$ cat src/shared/timebase_pkg.sv
// Constants for the up/down time-base unit: register offsets, field
// positions, reset values and widths.
// Assumes a plain register port with byte addresses and 32-bit data.
package timebase_pkg;

  // Register port widths.
  localparam int ADDR_W = 8;
  localparam int DATA_W = 32;

  // Register byte offsets, one aligned word each.
  localparam logic [7:0] OFF_CONTROL_ONE = 8'h00;
  localparam logic [7:0] OFF_STATUS_FLAGS = 8'h04;
  localparam logic [7:0] OFF_EVENT_GENERATION = 8'h08;
  localparam logic [7:0] OFF_COUNT_VALUE = 8'h0c;
  localparam logic [7:0] OFF_PRESCALE_DIVIDER = 8'h10;
  localparam logic [7:0] OFF_RELOAD_LIMIT = 8'h14;
  localparam logic [7:0] OFF_REPEAT_COUNT = 8'h18;

  // Field positions in control_one.
  localparam int BIT_COUNT_ENABLE = 0;
  localparam int BIT_UPDATE_DISABLE = 1;
  localparam int BIT_UPDATE_SOURCE_SELECT = 2;
  localparam int BIT_RELOAD_PRELOAD_EN = 3;
  localparam int BIT_COUNT_DOWN = 4;

  // Field positions in status_flags and event_generation.
  localparam int BIT_UPDATE_FLAG = 0;
  localparam int BIT_UPDATE_GENERATE = 0;

  // Default widths of the counter and repetition counter, and the fixed prescaler width.
  localparam int COUNT_W_DEF = 16;
  localparam int PRESCALE_W = 16;
  localparam int REPEAT_W_DEF = 8;

  // Reset values.
  localparam logic [15:0] RESET_PRESCALE = 16'h0000;
  localparam logic [31:0] RESET_RELOAD = 32'hffff_ffff;
  localparam logic [31:0] RESET_COUNT = 32'h0000_0000;
  localparam logic [7:0] RESET_REPEAT = 8'h00;

endpackage

$ cat src/timebase_unit.sv
// Time-base unit: prescaler, up/down counter, preloaded reload limit,
// repetition counter and update event generation behind a register port.
// Assumes a single 10 MHz clock and a master that keeps strobes one
// cycle long and never raises write and read together.
//
// Decided for this implementation: the placing of the registers and strobed register access.
`timescale 1ns/1ps

module timebase_unit
  import timebase_pkg::*;
#(
  parameter int COUNT_W = COUNT_W_DEF,
  parameter int REPEAT_W = REPEAT_W_DEF
) (
  // Clock and reset.
  input wire logic i_clock,
  input wire logic i_reset,
  // Register port.
  input wire logic [ADDR_W-1:0] i_addr,
  input wire logic [DATA_W-1:0] i_wdata,
  input wire logic i_write,
  input wire logic i_read,
  output logic [DATA_W-1:0] o_rdata,
  // Time-base state seen by the rest of the timer.
  output logic [COUNT_W-1:0] o_count_value,
  output logic o_update_event,
  output logic o_update_flag
);

  // Whole state of the block, registered as one word.
  typedef struct packed {
    logic count_enable;
    logic update_disable;
    logic update_source_select;
    logic reload_preload_en;
    logic count_down;
    logic update_flag;
    logic [COUNT_W-1:0] count_value;
    logic [PRESCALE_W-1:0] prescale_divider;
    logic [PRESCALE_W-1:0] prescale_buffer;
    logic [PRESCALE_W-1:0] prescale_count;
    logic [COUNT_W-1:0] reload_limit;
    logic [COUNT_W-1:0] reload_shadow;
    logic [REPEAT_W-1:0] repeat_count;
    logic [REPEAT_W-1:0] repeat_left;
    logic [DATA_W-1:0] rdata;
    logic update_event;
  } state_t;

  state_t s_r; // Registered state.
  state_t s_nxt; // Next state.

  // Decoded strobes and derived terms, visible to the assertions too.
  logic wr_control; // Write to control_one.
  logic wr_status; // Write to status_flags.
  logic wr_count; // Write to count_value.
  logic gen_write; // Software update request.
  logic tick; // One count_tick_clock pulse.
  logic wrap; // Overflow or underflow on this tick.
  logic hw_update; // Wrap that passes repetition and disable.
  logic update_nxt; // Any update event this cycle.
  logic [COUNT_W-1:0] reload_active; // Limit the counter compares with.
  logic [COUNT_W-1:0] reload_next; // Limit in force after this cycle.

  // Address decode for writes, kept apart so the assertions can see it.
  always_comb begin
    wr_control = i_write && (i_addr == OFF_CONTROL_ONE);
    wr_status = i_write && (i_addr == OFF_STATUS_FLAGS);
    wr_count = i_write && (i_addr == OFF_COUNT_VALUE);
    gen_write = i_write && (i_addr == OFF_EVENT_GENERATION) &&
                i_wdata[BIT_UPDATE_GENERATE];
  end

  // Prescaler tick, wrap detection and update qualification.
  always_comb begin
    // With preload off the shadow is bypassed, so a new limit acts at once.
    if (s_r.reload_preload_en) begin
      reload_active = s_r.reload_shadow;
    end else begin
      reload_active = s_r.reload_limit;
    end
    // The registered enable is used, so a write of count_enable only
    // takes effect on the following cycle.
    tick = s_r.count_enable &&
           (s_r.prescale_count == s_r.prescale_buffer);
    if (s_r.count_down) begin
      wrap = tick && (s_r.count_value == '0);
    end else begin
      wrap = tick && (s_r.count_value == reload_active);
    end
    // A repetition count of zero lets every wrap through while updates are enabled.
    hw_update = wrap && !s_r.update_disable &&
                (s_r.repeat_left == '0);
    update_nxt = hw_update || gen_write;
    // Down counting reloads with the freshly transferred limit.
    if (update_nxt) begin
      reload_next = s_r.reload_limit;
    end else begin
      reload_next = reload_active;
    end
  end

  // Next-state logic for counters, registers and the read port.
  always_comb begin
    s_nxt = s_r;
    s_nxt.update_event = update_nxt;

    // Prescaler counter: counts to the buffered ratio and restarts.
    if (gen_write || !s_r.count_enable) begin
      s_nxt.prescale_count = '0;
    end else if (tick) begin
      s_nxt.prescale_count = '0;
    end else begin
      s_nxt.prescale_count = s_r.prescale_count + 1'b1;
    end

    // Main counter. A software update restarts the period.
    if (gen_write) begin
      if (s_r.count_down) begin
        s_nxt.count_value = reload_next;
      end else begin
        s_nxt.count_value = '0;
      end
    end else if (wr_count) begin
      s_nxt.count_value = i_wdata[COUNT_W-1:0];
    end else if (wrap) begin
      // The wrap happens even when updates are disabled.
      if (s_r.count_down) begin
        s_nxt.count_value = reload_next;
      end else begin
        s_nxt.count_value = '0;
      end
    end else if (tick) begin
      if (s_r.count_down) begin
        s_nxt.count_value = s_r.count_value - 1'b1;
      end else begin
        s_nxt.count_value = s_r.count_value + 1'b1;
      end
    end

    // Repetition counter: reloaded on every update, else counts wraps while updates are enabled.
    if (update_nxt) begin
      s_nxt.repeat_left = s_r.repeat_count;
    end else if (wrap && !s_r.update_disable) begin
      s_nxt.repeat_left = s_r.repeat_left - 1'b1;
    end

    // Shadows move only on an update; the limit shadow also tracks when preload is off.
    if (update_nxt || !s_r.reload_preload_en) begin
      s_nxt.reload_shadow = s_r.reload_limit;
    end
    if (update_nxt) begin
      s_nxt.prescale_buffer = s_r.prescale_divider;
    end

    // Software writes to control and preload registers.
    if (wr_control) begin
      s_nxt.count_enable = i_wdata[BIT_COUNT_ENABLE];
      s_nxt.update_disable = i_wdata[BIT_UPDATE_DISABLE];
      s_nxt.update_source_select = i_wdata[BIT_UPDATE_SOURCE_SELECT];
      s_nxt.reload_preload_en = i_wdata[BIT_RELOAD_PRELOAD_EN];
      s_nxt.count_down = i_wdata[BIT_COUNT_DOWN];
    end
    if (i_write && (i_addr == OFF_PRESCALE_DIVIDER)) begin
      s_nxt.prescale_divider = i_wdata[PRESCALE_W-1:0];
    end
    if (i_write && (i_addr == OFF_RELOAD_LIMIT)) begin
      s_nxt.reload_limit = i_wdata[COUNT_W-1:0];
    end
    if (i_write && (i_addr == OFF_REPEAT_COUNT)) begin
      s_nxt.repeat_count = i_wdata[REPEAT_W-1:0];
    end

    // Update flag: written zero clears it, but a new event wins.
    if (hw_update ||
        (gen_write && !s_r.update_source_select)) begin
      s_nxt.update_flag = 1'b1;
    end else if (wr_status && !i_wdata[BIT_UPDATE_FLAG]) begin
      s_nxt.update_flag = 1'b0;
    end

    // Read data stands for exactly one cycle after the strobe.
    s_nxt.rdata = '0;
    if (i_read) begin
      if (i_addr == OFF_CONTROL_ONE) begin
        s_nxt.rdata[BIT_COUNT_ENABLE] = s_r.count_enable;
        s_nxt.rdata[BIT_UPDATE_DISABLE] = s_r.update_disable;
        s_nxt.rdata[BIT_UPDATE_SOURCE_SELECT] = s_r.update_source_select;
        s_nxt.rdata[BIT_RELOAD_PRELOAD_EN] = s_r.reload_preload_en;
        s_nxt.rdata[BIT_COUNT_DOWN] = s_r.count_down;
      end else if (i_addr == OFF_STATUS_FLAGS) begin
        s_nxt.rdata[BIT_UPDATE_FLAG] = s_r.update_flag;
      end else if (i_addr == OFF_COUNT_VALUE) begin
        s_nxt.rdata[COUNT_W-1:0] = s_r.count_value;
      end else if (i_addr == OFF_PRESCALE_DIVIDER) begin
        s_nxt.rdata[PRESCALE_W-1:0] = s_r.prescale_divider;
      end else if (i_addr == OFF_RELOAD_LIMIT) begin
        s_nxt.rdata[COUNT_W-1:0] = s_r.reload_limit;
      end else if (i_addr == OFF_REPEAT_COUNT) begin
        s_nxt.rdata[REPEAT_W-1:0] = s_r.repeat_count;
      end
      // The generate bit and unmapped addresses read as zero.
    end
  end

  // State register; the reset values are all constants.
  always_ff @(posedge i_clock or posedge i_reset) begin
    if (i_reset) begin
      s_r <= '0;
      s_r.count_value <= RESET_COUNT[COUNT_W-1:0];
      s_r.prescale_divider <= RESET_PRESCALE;
      s_r.prescale_buffer <= RESET_PRESCALE;
      s_r.reload_limit <= RESET_RELOAD[COUNT_W-1:0];
      s_r.reload_shadow <= RESET_RELOAD[COUNT_W-1:0];
      s_r.repeat_count <= RESET_REPEAT[REPEAT_W-1:0];
      s_r.repeat_left <= RESET_REPEAT[REPEAT_W-1:0];
    end else begin
      s_r <= s_nxt;
    end
  end

  // Outputs come straight from the state register.
  assign o_rdata = s_r.rdata;
  assign o_count_value = s_r.count_value;
  assign o_update_event = s_r.update_event;
  assign o_update_flag = s_r.update_flag;

  // A disabled counter holds unless software writes it or restarts it.
  hold_disabled_a: assert property (
    @(posedge i_clock) disable iff (i_reset)
    (!s_r.count_enable && !wr_count && !gen_write)
      |=> $stable(o_count_value))
    else $error("Counter moved while disabled.");

  // The cycle that writes the enable does not yet count.
  start_delay_a: assert property (
    @(posedge i_clock) disable iff (i_reset)
    (!s_r.count_enable && wr_control && i_wdata[BIT_COUNT_ENABLE] &&
     !wr_count && !gen_write)
      |=> $stable(o_count_value) && s_r.count_enable)
    else $error("Counter started in the enable write cycle.");

  // Up counting wraps from the active limit to zero.
  up_wrap_a: assert property (
    @(posedge i_clock) disable iff (i_reset)
    (tick && !s_r.count_down && s_r.count_value == reload_active &&
     !wr_count)
      |=> (o_count_value == '0))
    else $error("Up counter did not wrap to zero.");

  // Down counting reloads the limit in force after the update.
  down_reload_a: assert property (
    @(posedge i_clock) disable iff (i_reset)
    (tick && s_r.count_down && s_r.count_value == '0 && !wr_count &&
     !gen_write)
      |=> (o_count_value == $past(reload_next)))
    else $error("Down counter did not reload the limit.");

  // A software request gives one update pulse in the next cycle.
  sw_update_a: assert property (
    @(posedge i_clock) disable iff (i_reset)
    gen_write |=> o_update_event ##1 (o_update_event == $past(update_nxt)))
    else $error("Software update pulse missing or stretched.");

  // With updates disabled only software requests give an event.
  disable_block_a: assert property (
    @(posedge i_clock) disable iff (i_reset)
    (s_r.update_disable && !gen_write) |=> !o_update_event)
    else $error("Update event while updates were disabled.");

  // With preload on, the shadow limit only moves on an update.
  shadow_hold_a: assert property (
    @(posedge i_clock) disable iff (i_reset)
    (s_r.reload_preload_en && !update_nxt)
      |=> $stable(s_r.reload_shadow))
    else $error("Shadow limit changed without an update.");

  // The prescale buffer changes only at an update event.
  ratio_buffer_a: assert property (
    @(posedge i_clock) disable iff (i_reset)
    !update_nxt |=> $stable(s_r.prescale_buffer))
    else $error("Prescale ratio changed between updates.");

  // A hidden software update leaves a clear flag clear.
  hidden_flag_a: assert property (
    @(posedge i_clock) disable iff (i_reset)
    (gen_write && s_r.update_source_select && !s_r.update_flag &&
     !hw_update)
      |=> (o_update_event && !o_update_flag))
    else $error("Hidden software update set the flag.");

  // The prescaler counter never runs past the buffered ratio.
  prescale_bound_a: assert property (
    @(posedge i_clock) disable iff (i_reset)
    s_r.prescale_count <= s_r.prescale_buffer)
    else $error("Prescaler counter passed the ratio.");

  // A wrap with repetitions left gives no update event.
  repeat_gate_a: assert property (
    @(posedge i_clock) disable iff (i_reset)
    (wrap && s_r.repeat_left != '0 && !gen_write) |=> !o_update_event)
    else $error("Update event before the repetitions ran out.");

  // An update reloads the repeat counter and the prescale buffer.
  update_reload_a: assert property (
    @(posedge i_clock) disable iff (i_reset)
    update_nxt |=> (s_r.repeat_left == $past(s_r.repeat_count) &&
                    s_r.prescale_buffer == $past(s_r.prescale_divider)))
    else $error("Update did not reload repeat count or ratio.");

  // Up mode with updates disabled still wraps and restarts the prescaler.
  up_disabled_wrap_a: assert property (
    @(posedge i_clock) disable iff (i_reset)
    (wrap && !s_r.count_down && s_r.update_disable && !wr_count &&
     !gen_write)
      |=> (o_count_value == '0 && s_r.prescale_count == '0 &&
           $stable(s_r.prescale_buffer)))
    else $error("Disabled up wrap did not restart cleanly.");

  // Down mode with updates disabled restarts from the limit in use.
  down_disabled_wrap_a: assert property (
    @(posedge i_clock) disable iff (i_reset)
    (wrap && s_r.count_down && s_r.update_disable && !wr_count &&
     !gen_write)
      |=> (o_count_value == $past(reload_active) &&
           s_r.prescale_count == '0 && $stable(s_r.prescale_buffer)))
    else $error("Disabled down wrap did not restart cleanly.");

  // A down update reloads the counter with the new preload limit.
  down_new_limit_a: assert property (
    @(posedge i_clock) disable iff (i_reset)
    (hw_update && s_r.count_down && !wr_count && !gen_write)
      |=> (o_count_value == $past(s_r.reload_limit)))
    else $error("Down update reloaded a stale limit.");

  // The update generate bit always reads back as zero.
  gen_reads_zero_a: assert property (
    @(posedge i_clock) disable iff (i_reset)
    (i_read && i_addr == OFF_EVENT_GENERATION) |=> (o_rdata == '0))
    else $error("Update generate bit read back as set.");

endmodule

$ cat config.mk
export PLATFORM = sky130hd
export DESIGN_NAME = timebase_unit
export DESIGN_NICKNAME = d
export VERILOG_FILES = /design/src/shared/timebase_pkg.sv /design/src/timebase_unit.sv
export SDC_FILE = /design/constraint.sdc
export NUM_CORES = 1
export LEC_CHECK = 0
export BUFFER_PORTS_ARGS = -buffer_cell sky130_fd_sc_hd__buf_2
export CORE_MARGIN = 2
export CORE_UTILIZATION = 50
export CTS_CLUSTER_DIAMETER = 80
export CTS_CLUSTER_SIZE = 20
export DETAILED_ROUTE_END_ITERATION = 8
export HOLD_SLACK_MARGIN = 0.06
export PLACE_DENSITY = 0.7
export SLEW_MARGIN = 25
export SYNTH_ARGS = -nofsm -noshare
export SYNTH_HDL_FRONTEND = slang
export SYNTH_SLANG_ARGS = --single-unit
$ cat constraint.sdc
create_clock -name i_clock -period 4.4 [get_ports i_clock]
set_input_delay 0.44 -clock i_clock [delete_from_list [all_inputs] [get_ports i_clock]]
set_output_delay 0.44 -clock i_clock [all_outputs]
set_load 0.02 [all_outputs]
# After elaboration in Yosys (flattened, before gate mapping)

Cells that the tools add are included.
W data, S select, Z words.

Output and inout port bits: 50
Bits of input ports: 44
Bits in registers: 135

Multiplexer cells: 25
Add/sub/neg operators: 4
Equality and inequality tests: 8
Reductions and logical operators: 30

Operators with widths:

| cell                    | count |
|---|---|
| $mux W16                | 13 |
| $mux W8                 | 5 |
| $add A16 B1 Y16 const B | 2 |
| $eq A16 B16 Y1          | 2 |
| $eq A8 B5 Y1 const B    | 3 |
| $eq A8 B4 Y1 const B    | 2 |
| $logic_not A16 Y1       | 1 |
| $logic_not A8 Y1        | 2 |
| $sub A16 B1 Y16 const B | 1 |
| $logic_and A1 B1 Y1     | 15 |
| $mux W15                | 1 |
| $mux W11                | 1 |
| $eq A8 B3 Y1 const B    | 1 |
| $sub A8 B1 Y8 const B   | 1 |
| $logic_not A1 Y1        | 5 |
| $mux W5                 | 1 |
| $logic_or A1 B1 Y1      | 4 |
| $mux W1                 | 4 |
| $reduce_bool A2 Y1      | 2 |
| $reduce_bool A4 Y1      | 1 |

# Depth between registers and ports, before layout

Depth in word-level cells: 12
Depth in mapped cells: 12

# Least setup slack after synthesis

No wires, ideal clock.

Kind: reg-to-reg
Start point: reg s_r[33] (netlist name)
End point: reg s_r (netlist bit o_count_value[9])
Slack: 1.535 ns
Library setup time: 0.119 ns
Arrival time: 2.746 ns
Data required time: 4.281 ns
Buffers on the path: 1
Stages on the path, launching flop included: 12
Path through: dfrtp_1 -> inv_1 -> ha_1 -> nand2_1 -> or3_1 -> or4_1 -> o31ai_4 -> buf_6 -> mux2_2 -> a21bo_2 -> nand3_1 -> nand2_1

Cells in the longest elaborated chain, start to end: 8

RTL lines:

| what                    | RTL line                                   | source |
|---|---|---|
| from (decl)             | timebase_unit.sv:50                        | `state_t s_r;` |
| from (signal assigned)  | timebase_unit.sv:218                       | `s_r <= s_nxt;` |
| $logic_not A8 Y1 (*)    | timebase_unit.sv:93                        | `(s_r.repeat_left == '0);` |
| $logic_and A1 B1 Y1 (*) | timebase_unit.sv:92                        | `hw_update = wrap && !s_r.update_disable &&` |
| $logic_or A1 B1 Y1 (*)  | timebase_unit.sv:94                        | `update_nxt = hw_update \|\| gen_write;` |
| $mux W16 (*)            | timebase_unit.sv:96                        | `if (update_nxt) begin` |
| $mux W16 (*)            | timebase_unit.sv:119, timebase_unit.sv:128 |  |
| $mux W16                | timebase_unit.sv:126                       | `end else if (wrap) begin` |
| $mux W16                | timebase_unit.sv:124                       | `end else if (wr_count) begin` |
| $mux W16 (*)            | timebase_unit.sv:118                       | `if (gen_write) begin` |

Every way passes the cells marked *; elsewhere a longest branch is shown, timed or not.
A chain may end at the register's enable or synchronous reset.

# Final worst setup path

Start point: reg s_r[147] (netlist name)
End point: reg s_r (netlist bit o_count_value[10])

Cells in the longest elaborated chain, start to end: 12
Elaborated cells between the ends (all ways): 13
Classes of those cells: eq/ne (1); mux (7); reduce/logical (5)

RTL lines:

| what                             | RTL line                                   | source |
|---|---|---|
| $mux W16 (*)                     | timebase_unit.sv:77                        | `if (s_r.reload_preload_en) begin` |
| $eq A16 B16 Y1                   | timebase_unit.sv:89                        | `wrap = tick && (s_r.count_value == reload_active);` |
| $logic_and A1 B1 Y1              | timebase_unit.sv:89                        |  |
| $mux W1                          | timebase_unit.sv:86                        | `if (s_r.count_down) begin` |
| $logic_and A1 B1 Y1 (2 in a row) | timebase_unit.sv:92                        |  |
| $logic_or A1 B1 Y1               | timebase_unit.sv:94                        |  |
| $mux W16                         | timebase_unit.sv:96                        |  |
| $mux W16                         | timebase_unit.sv:119, timebase_unit.sv:128 |  |
| $mux W16                         | timebase_unit.sv:126                       |  |
| $mux W16                         | timebase_unit.sv:124                       |  |
| $mux W16                         | timebase_unit.sv:118                       |  |

Marked as above.

==> summary by stage <==
Worst setup path
Tracing the worst setup path back leads to its startpoint at s_r[147]. The startpoint of the worst-slack reg-to-reg timing path is s_r[147]. Data on the critical path is required at its endpoint by 4710 ps. The maximum fanout count along the critical path is 15. The worst setup path is captured at a register.

The worst setup path is launched from a register. The setup path with the least slack is of type reg -> reg. Data on the critical path arrives at its endpoint at 4100 ps.

Route
Once detail routing completed, the nets flagged for antenna violations numbered 0. The number of vias after detailed routing is 5912. Using the TritonRoute via totals, the vias-per-cell ratio works out to 6.07. For this run, design rule violations remaining after detail routing come to 0. The number of DRC markers after the initial detailed-route iteration is 658. The average detailed-routed wire length per instance is 20.8 µm. The total iterations of the first detailed-routing run is 6. The total wire length after detailed routing is 20200 µm.

Place
The number of port buffers is 61. The detailed placer's ending HPWL is 14500 µm. The final weighted congestion in routability-driven placement is 0.936. Timing analysis after detailed placement gives a worst setup slack of 692 ps. Counting tap cells, the placed design contains a total of 942 instances.

Layout
In the layout the commonest cells are sky130_fd_sc_hd__dfrtp_1 (103), sky130_fd_sc_hd__mux2_2 (74), sky130_fd_sc_hd__buf_2 (61), sky130_fd_sc_hd__nand2_1 (53), sky130_fd_sc_hd__a21oi_1 (47). The footprint of the multi-input gates is 0.00374 mm². 0 antenna diodes ended up in the layout. The proportion of layout cells with a drive suffix above 1 is 28.6%. The number of nets at the end of the flow is 834. Relative to the synthesized area, the layout overhead comes to 11.0%. The area taken by flip-flops and latches is 0.00342 mm². The final non-filler cell total is 974.

The final-layout fill cell count is 1248. The leading cell type in the layout, fill and taps excluded is sky130_fd_sc_hd__dfrtp_1.

STA
The relative slew slack is 30.9%. Timing would allow up to 0.264 GHz. The count of final setup violators is 0.

The number of slew-limit violations in the final report is 0. The final critical path takes up 86.0% of the cycle. The clock period could shrink to 3780 ps.

The total count of hold-check failures in the final report is 0. Setup repair after global routing left no endpoint under its margin. For the pin with the worst max-slew slack, the measured transition is 1030 ps.

The final worst setup slack is 615 ps. On the final layout, the worst clock skew is 8.39 ps. For the final routed database, the setup TNS stands at 0 ps.

Clock tree
Clock tree synthesis found a total of 135 sinks. The buffer depth of the longest clock path is 2. In this run, post-CTS repair resized a total of 0 instances. The level count of the clock H-tree is 4. The clock-pin slew on the worst setup and hold paths is 60 ps. In this run, CTS created clock tree buffers numbering 17. The post-CTS setup buffer count is 0. The later-pin clock latency in the skew report is 430 ps.

Clock tree synthesis selected as its root buffer the cell sky130_fd_sc_hd__clkbuf_16. TritonCTS built the clock tree. The number of buffers inserted for hold repair after clock tree synthesis is 0.

Floorplan
The area of the die is 0.0164 mm². The width of the die is 128 µm. The die span in y is 128 µm. The core area is 0.0151 mm². Once the floorplan was initialized, standard cells occupied 51.0% of the core.

For this design the top-level I/O count stands at 94. The total number of placement rows is 45.

Yosys
The cell count after synthesis is 739. The warning count from the yosys run is 0. After synthesis, the share of flip-flops with an asynchronous set or reset is 100%. The sequential-to-total area share from yosys stat is 44.5%.

Yosys attributes the largest share of cell area to sky130_fd_sc_hd__dfrtp_1 (34%), sky130_fd_sc_hd__dfstp_2 (11%), sky130_fd_sc_hd__mux2_2 (11%), sky130_fd_sc_hd__xnor2_1 (5.0%), sky130_fd_sc_hd__buf_4 (4.7%). The post-synthesis cell area is 0.00769 mm². The flop and latch count out of synthesis is 135. The number of synthesized flops with an enable pin is 0. The top cell type by area accounts for 33.5% of the synthesized area. The distinct cell type count after synthesis is 62. The top flip-flop cell by instance count after synthesis is sky130_fd_sc_hd__dfrtp_1. The post-synthesis area per instance is 10.4 µm².

The largest total area in the synthesized netlist belongs to sky130_fd_sc_hd__dfrtp_1.

Status
The flow ran to the end, and the final reports show no timing, DRC or antenna violations.

Global route
The number of antenna violations at the first check in global routing was 0. The first global-routing pass estimated 31500 µm of wire. The pin count of the biggest net entering global routing is 48. The via count of the first global-routing pass is 5835.

The total overflow left after global routing is 0. In the global route stage, overall resource usage came out at 25.4%.

Power
The power density normalized to cell area is 438 mW/mm². The design draws 3.74 mW. The worst-case IR drop observed on VDD is 0.279 mV.

The leakage power summed over all cells is 3.84 nW.

Flow run
The tool flagged a number of max-cap violations equal to 0.

Hold path
The path category of the worst min-delay check is in -> async.
-- kinds of logic (layout without fill, tap and decap cells) --
logic type,after synthesis,in the layout,share of synthesized area (%)
other cells,1,16,0.0488
mux,94,94,13.4
buf+inv,95,127,7.70
compound gates,152,152,13.2
simple gates,189,189,11.9
xor+xnor,56,56,6.38
flops,135,135,44.5
fa+ha+maj,17,17,2.86
-- Yosys cell counts (19+ instances only) --
library cell / count
sky130_fd_sc_hd__dfrtp_1: 103
sky130_fd_sc_hd__mux2i_1: 20
sky130_fd_sc_hd__a21oi_1: 48
sky130_fd_sc_hd__clkbuf_1: 19
sky130_fd_sc_hd__xnor2_1: 44
sky130_fd_sc_hd__buf_4: 48
sky130_fd_sc_hd__nand2_1: 53
sky130_fd_sc_hd__mux2_2: 74
sky130_fd_sc_hd__nor2_1: 43
sky130_fd_sc_hd__o21ai_0: 33
sky130_fd_sc_hd__dfstp_2: 32
sky130_fd_sc_hd__inv_1: 20
sky130_fd_sc_hd__nand3_1: 27
-- final timing paths --
| kind | slack (ps) | to | cells past startpoint |
|---|---|---|---|
| max | 620 | o_count_value[10] | 10 |
| min | 70 | s_r[101] | 2 |
| max reg2reg | 620 | o_count_value[10] | 10 |
| min reg2reg | 530 | s_r[102] | 1 |
| max in group asynchronous | 3300 | s_r[116] | 3 |
| min in group i_clock | 290 | s_r[77] | 2 |
-- state kept, by name, summed over array words and instances, names as in the netlist --
register,count
o_count_value,16
s_r,101
o_rdata,16
o_update_event,1
o_update_flag,1
-- routing by layer --
metal	vias to the layer above	track usage (%)	wire length, µm
li1	2678	-	-
met1	2892	33.4	8350
met2	297	40.4	9590
met3	45	7.30	1720
met4	0	9.11	561
met5	-	0	0
-- critical path: stages, from the launching register on --
cell and delay (ps):
sky130_fd_sc_hd__dfrtp_1 860, sky130_fd_sc_hd__mux2i_1 310, sky130_fd_sc_hd__xnor2_1 140, sky130_fd_sc_hd__nor4_1 420, sky130_fd_sc_hd__a41oi_2 270, sky130_fd_sc_hd__o31ai_4 590
sky130_fd_sc_hd__buf_4 290, sky130_fd_sc_hd__mux2_2 360, sky130_fd_sc_hd__a211o_1 250, sky130_fd_sc_hd__o21ai_0 60, sky130_fd_sc_hd__o21ai_0 100
-- layout make-up --
type,count,share of cell area (%)
repair buffers,75,4.81
multi-input cells,524,43.8
clock inverters,15,2.64
flip-flops and latches,135,40.1
inverters,20,0.909
well taps,188,2.76
clock buffers,17,4.99
-- stage by stage --
step	area, µm²	hold WS, ps	util [%]
3_5_place_dp	7880	510	52.2
5_1_grt	8530	115	56.5
2_1_floorplan	7740	467	-
6_report	8530	70.5	56.5
4_1_cts	8530	85.7	56.5
3_3_place_gp	7880	495	52.2
-- power by group --
group          total (mW)  leakage, nW  switching, mW  internal [mW]
combinational       0.677         1.82          0.394          0.284
sequential           1.49         1.71          0.159           1.33
clock                1.57        0.306          0.563           1.01
total                3.74         3.84           1.12           2.62
No activity file was read; power rests on OpenSTA's default activity.
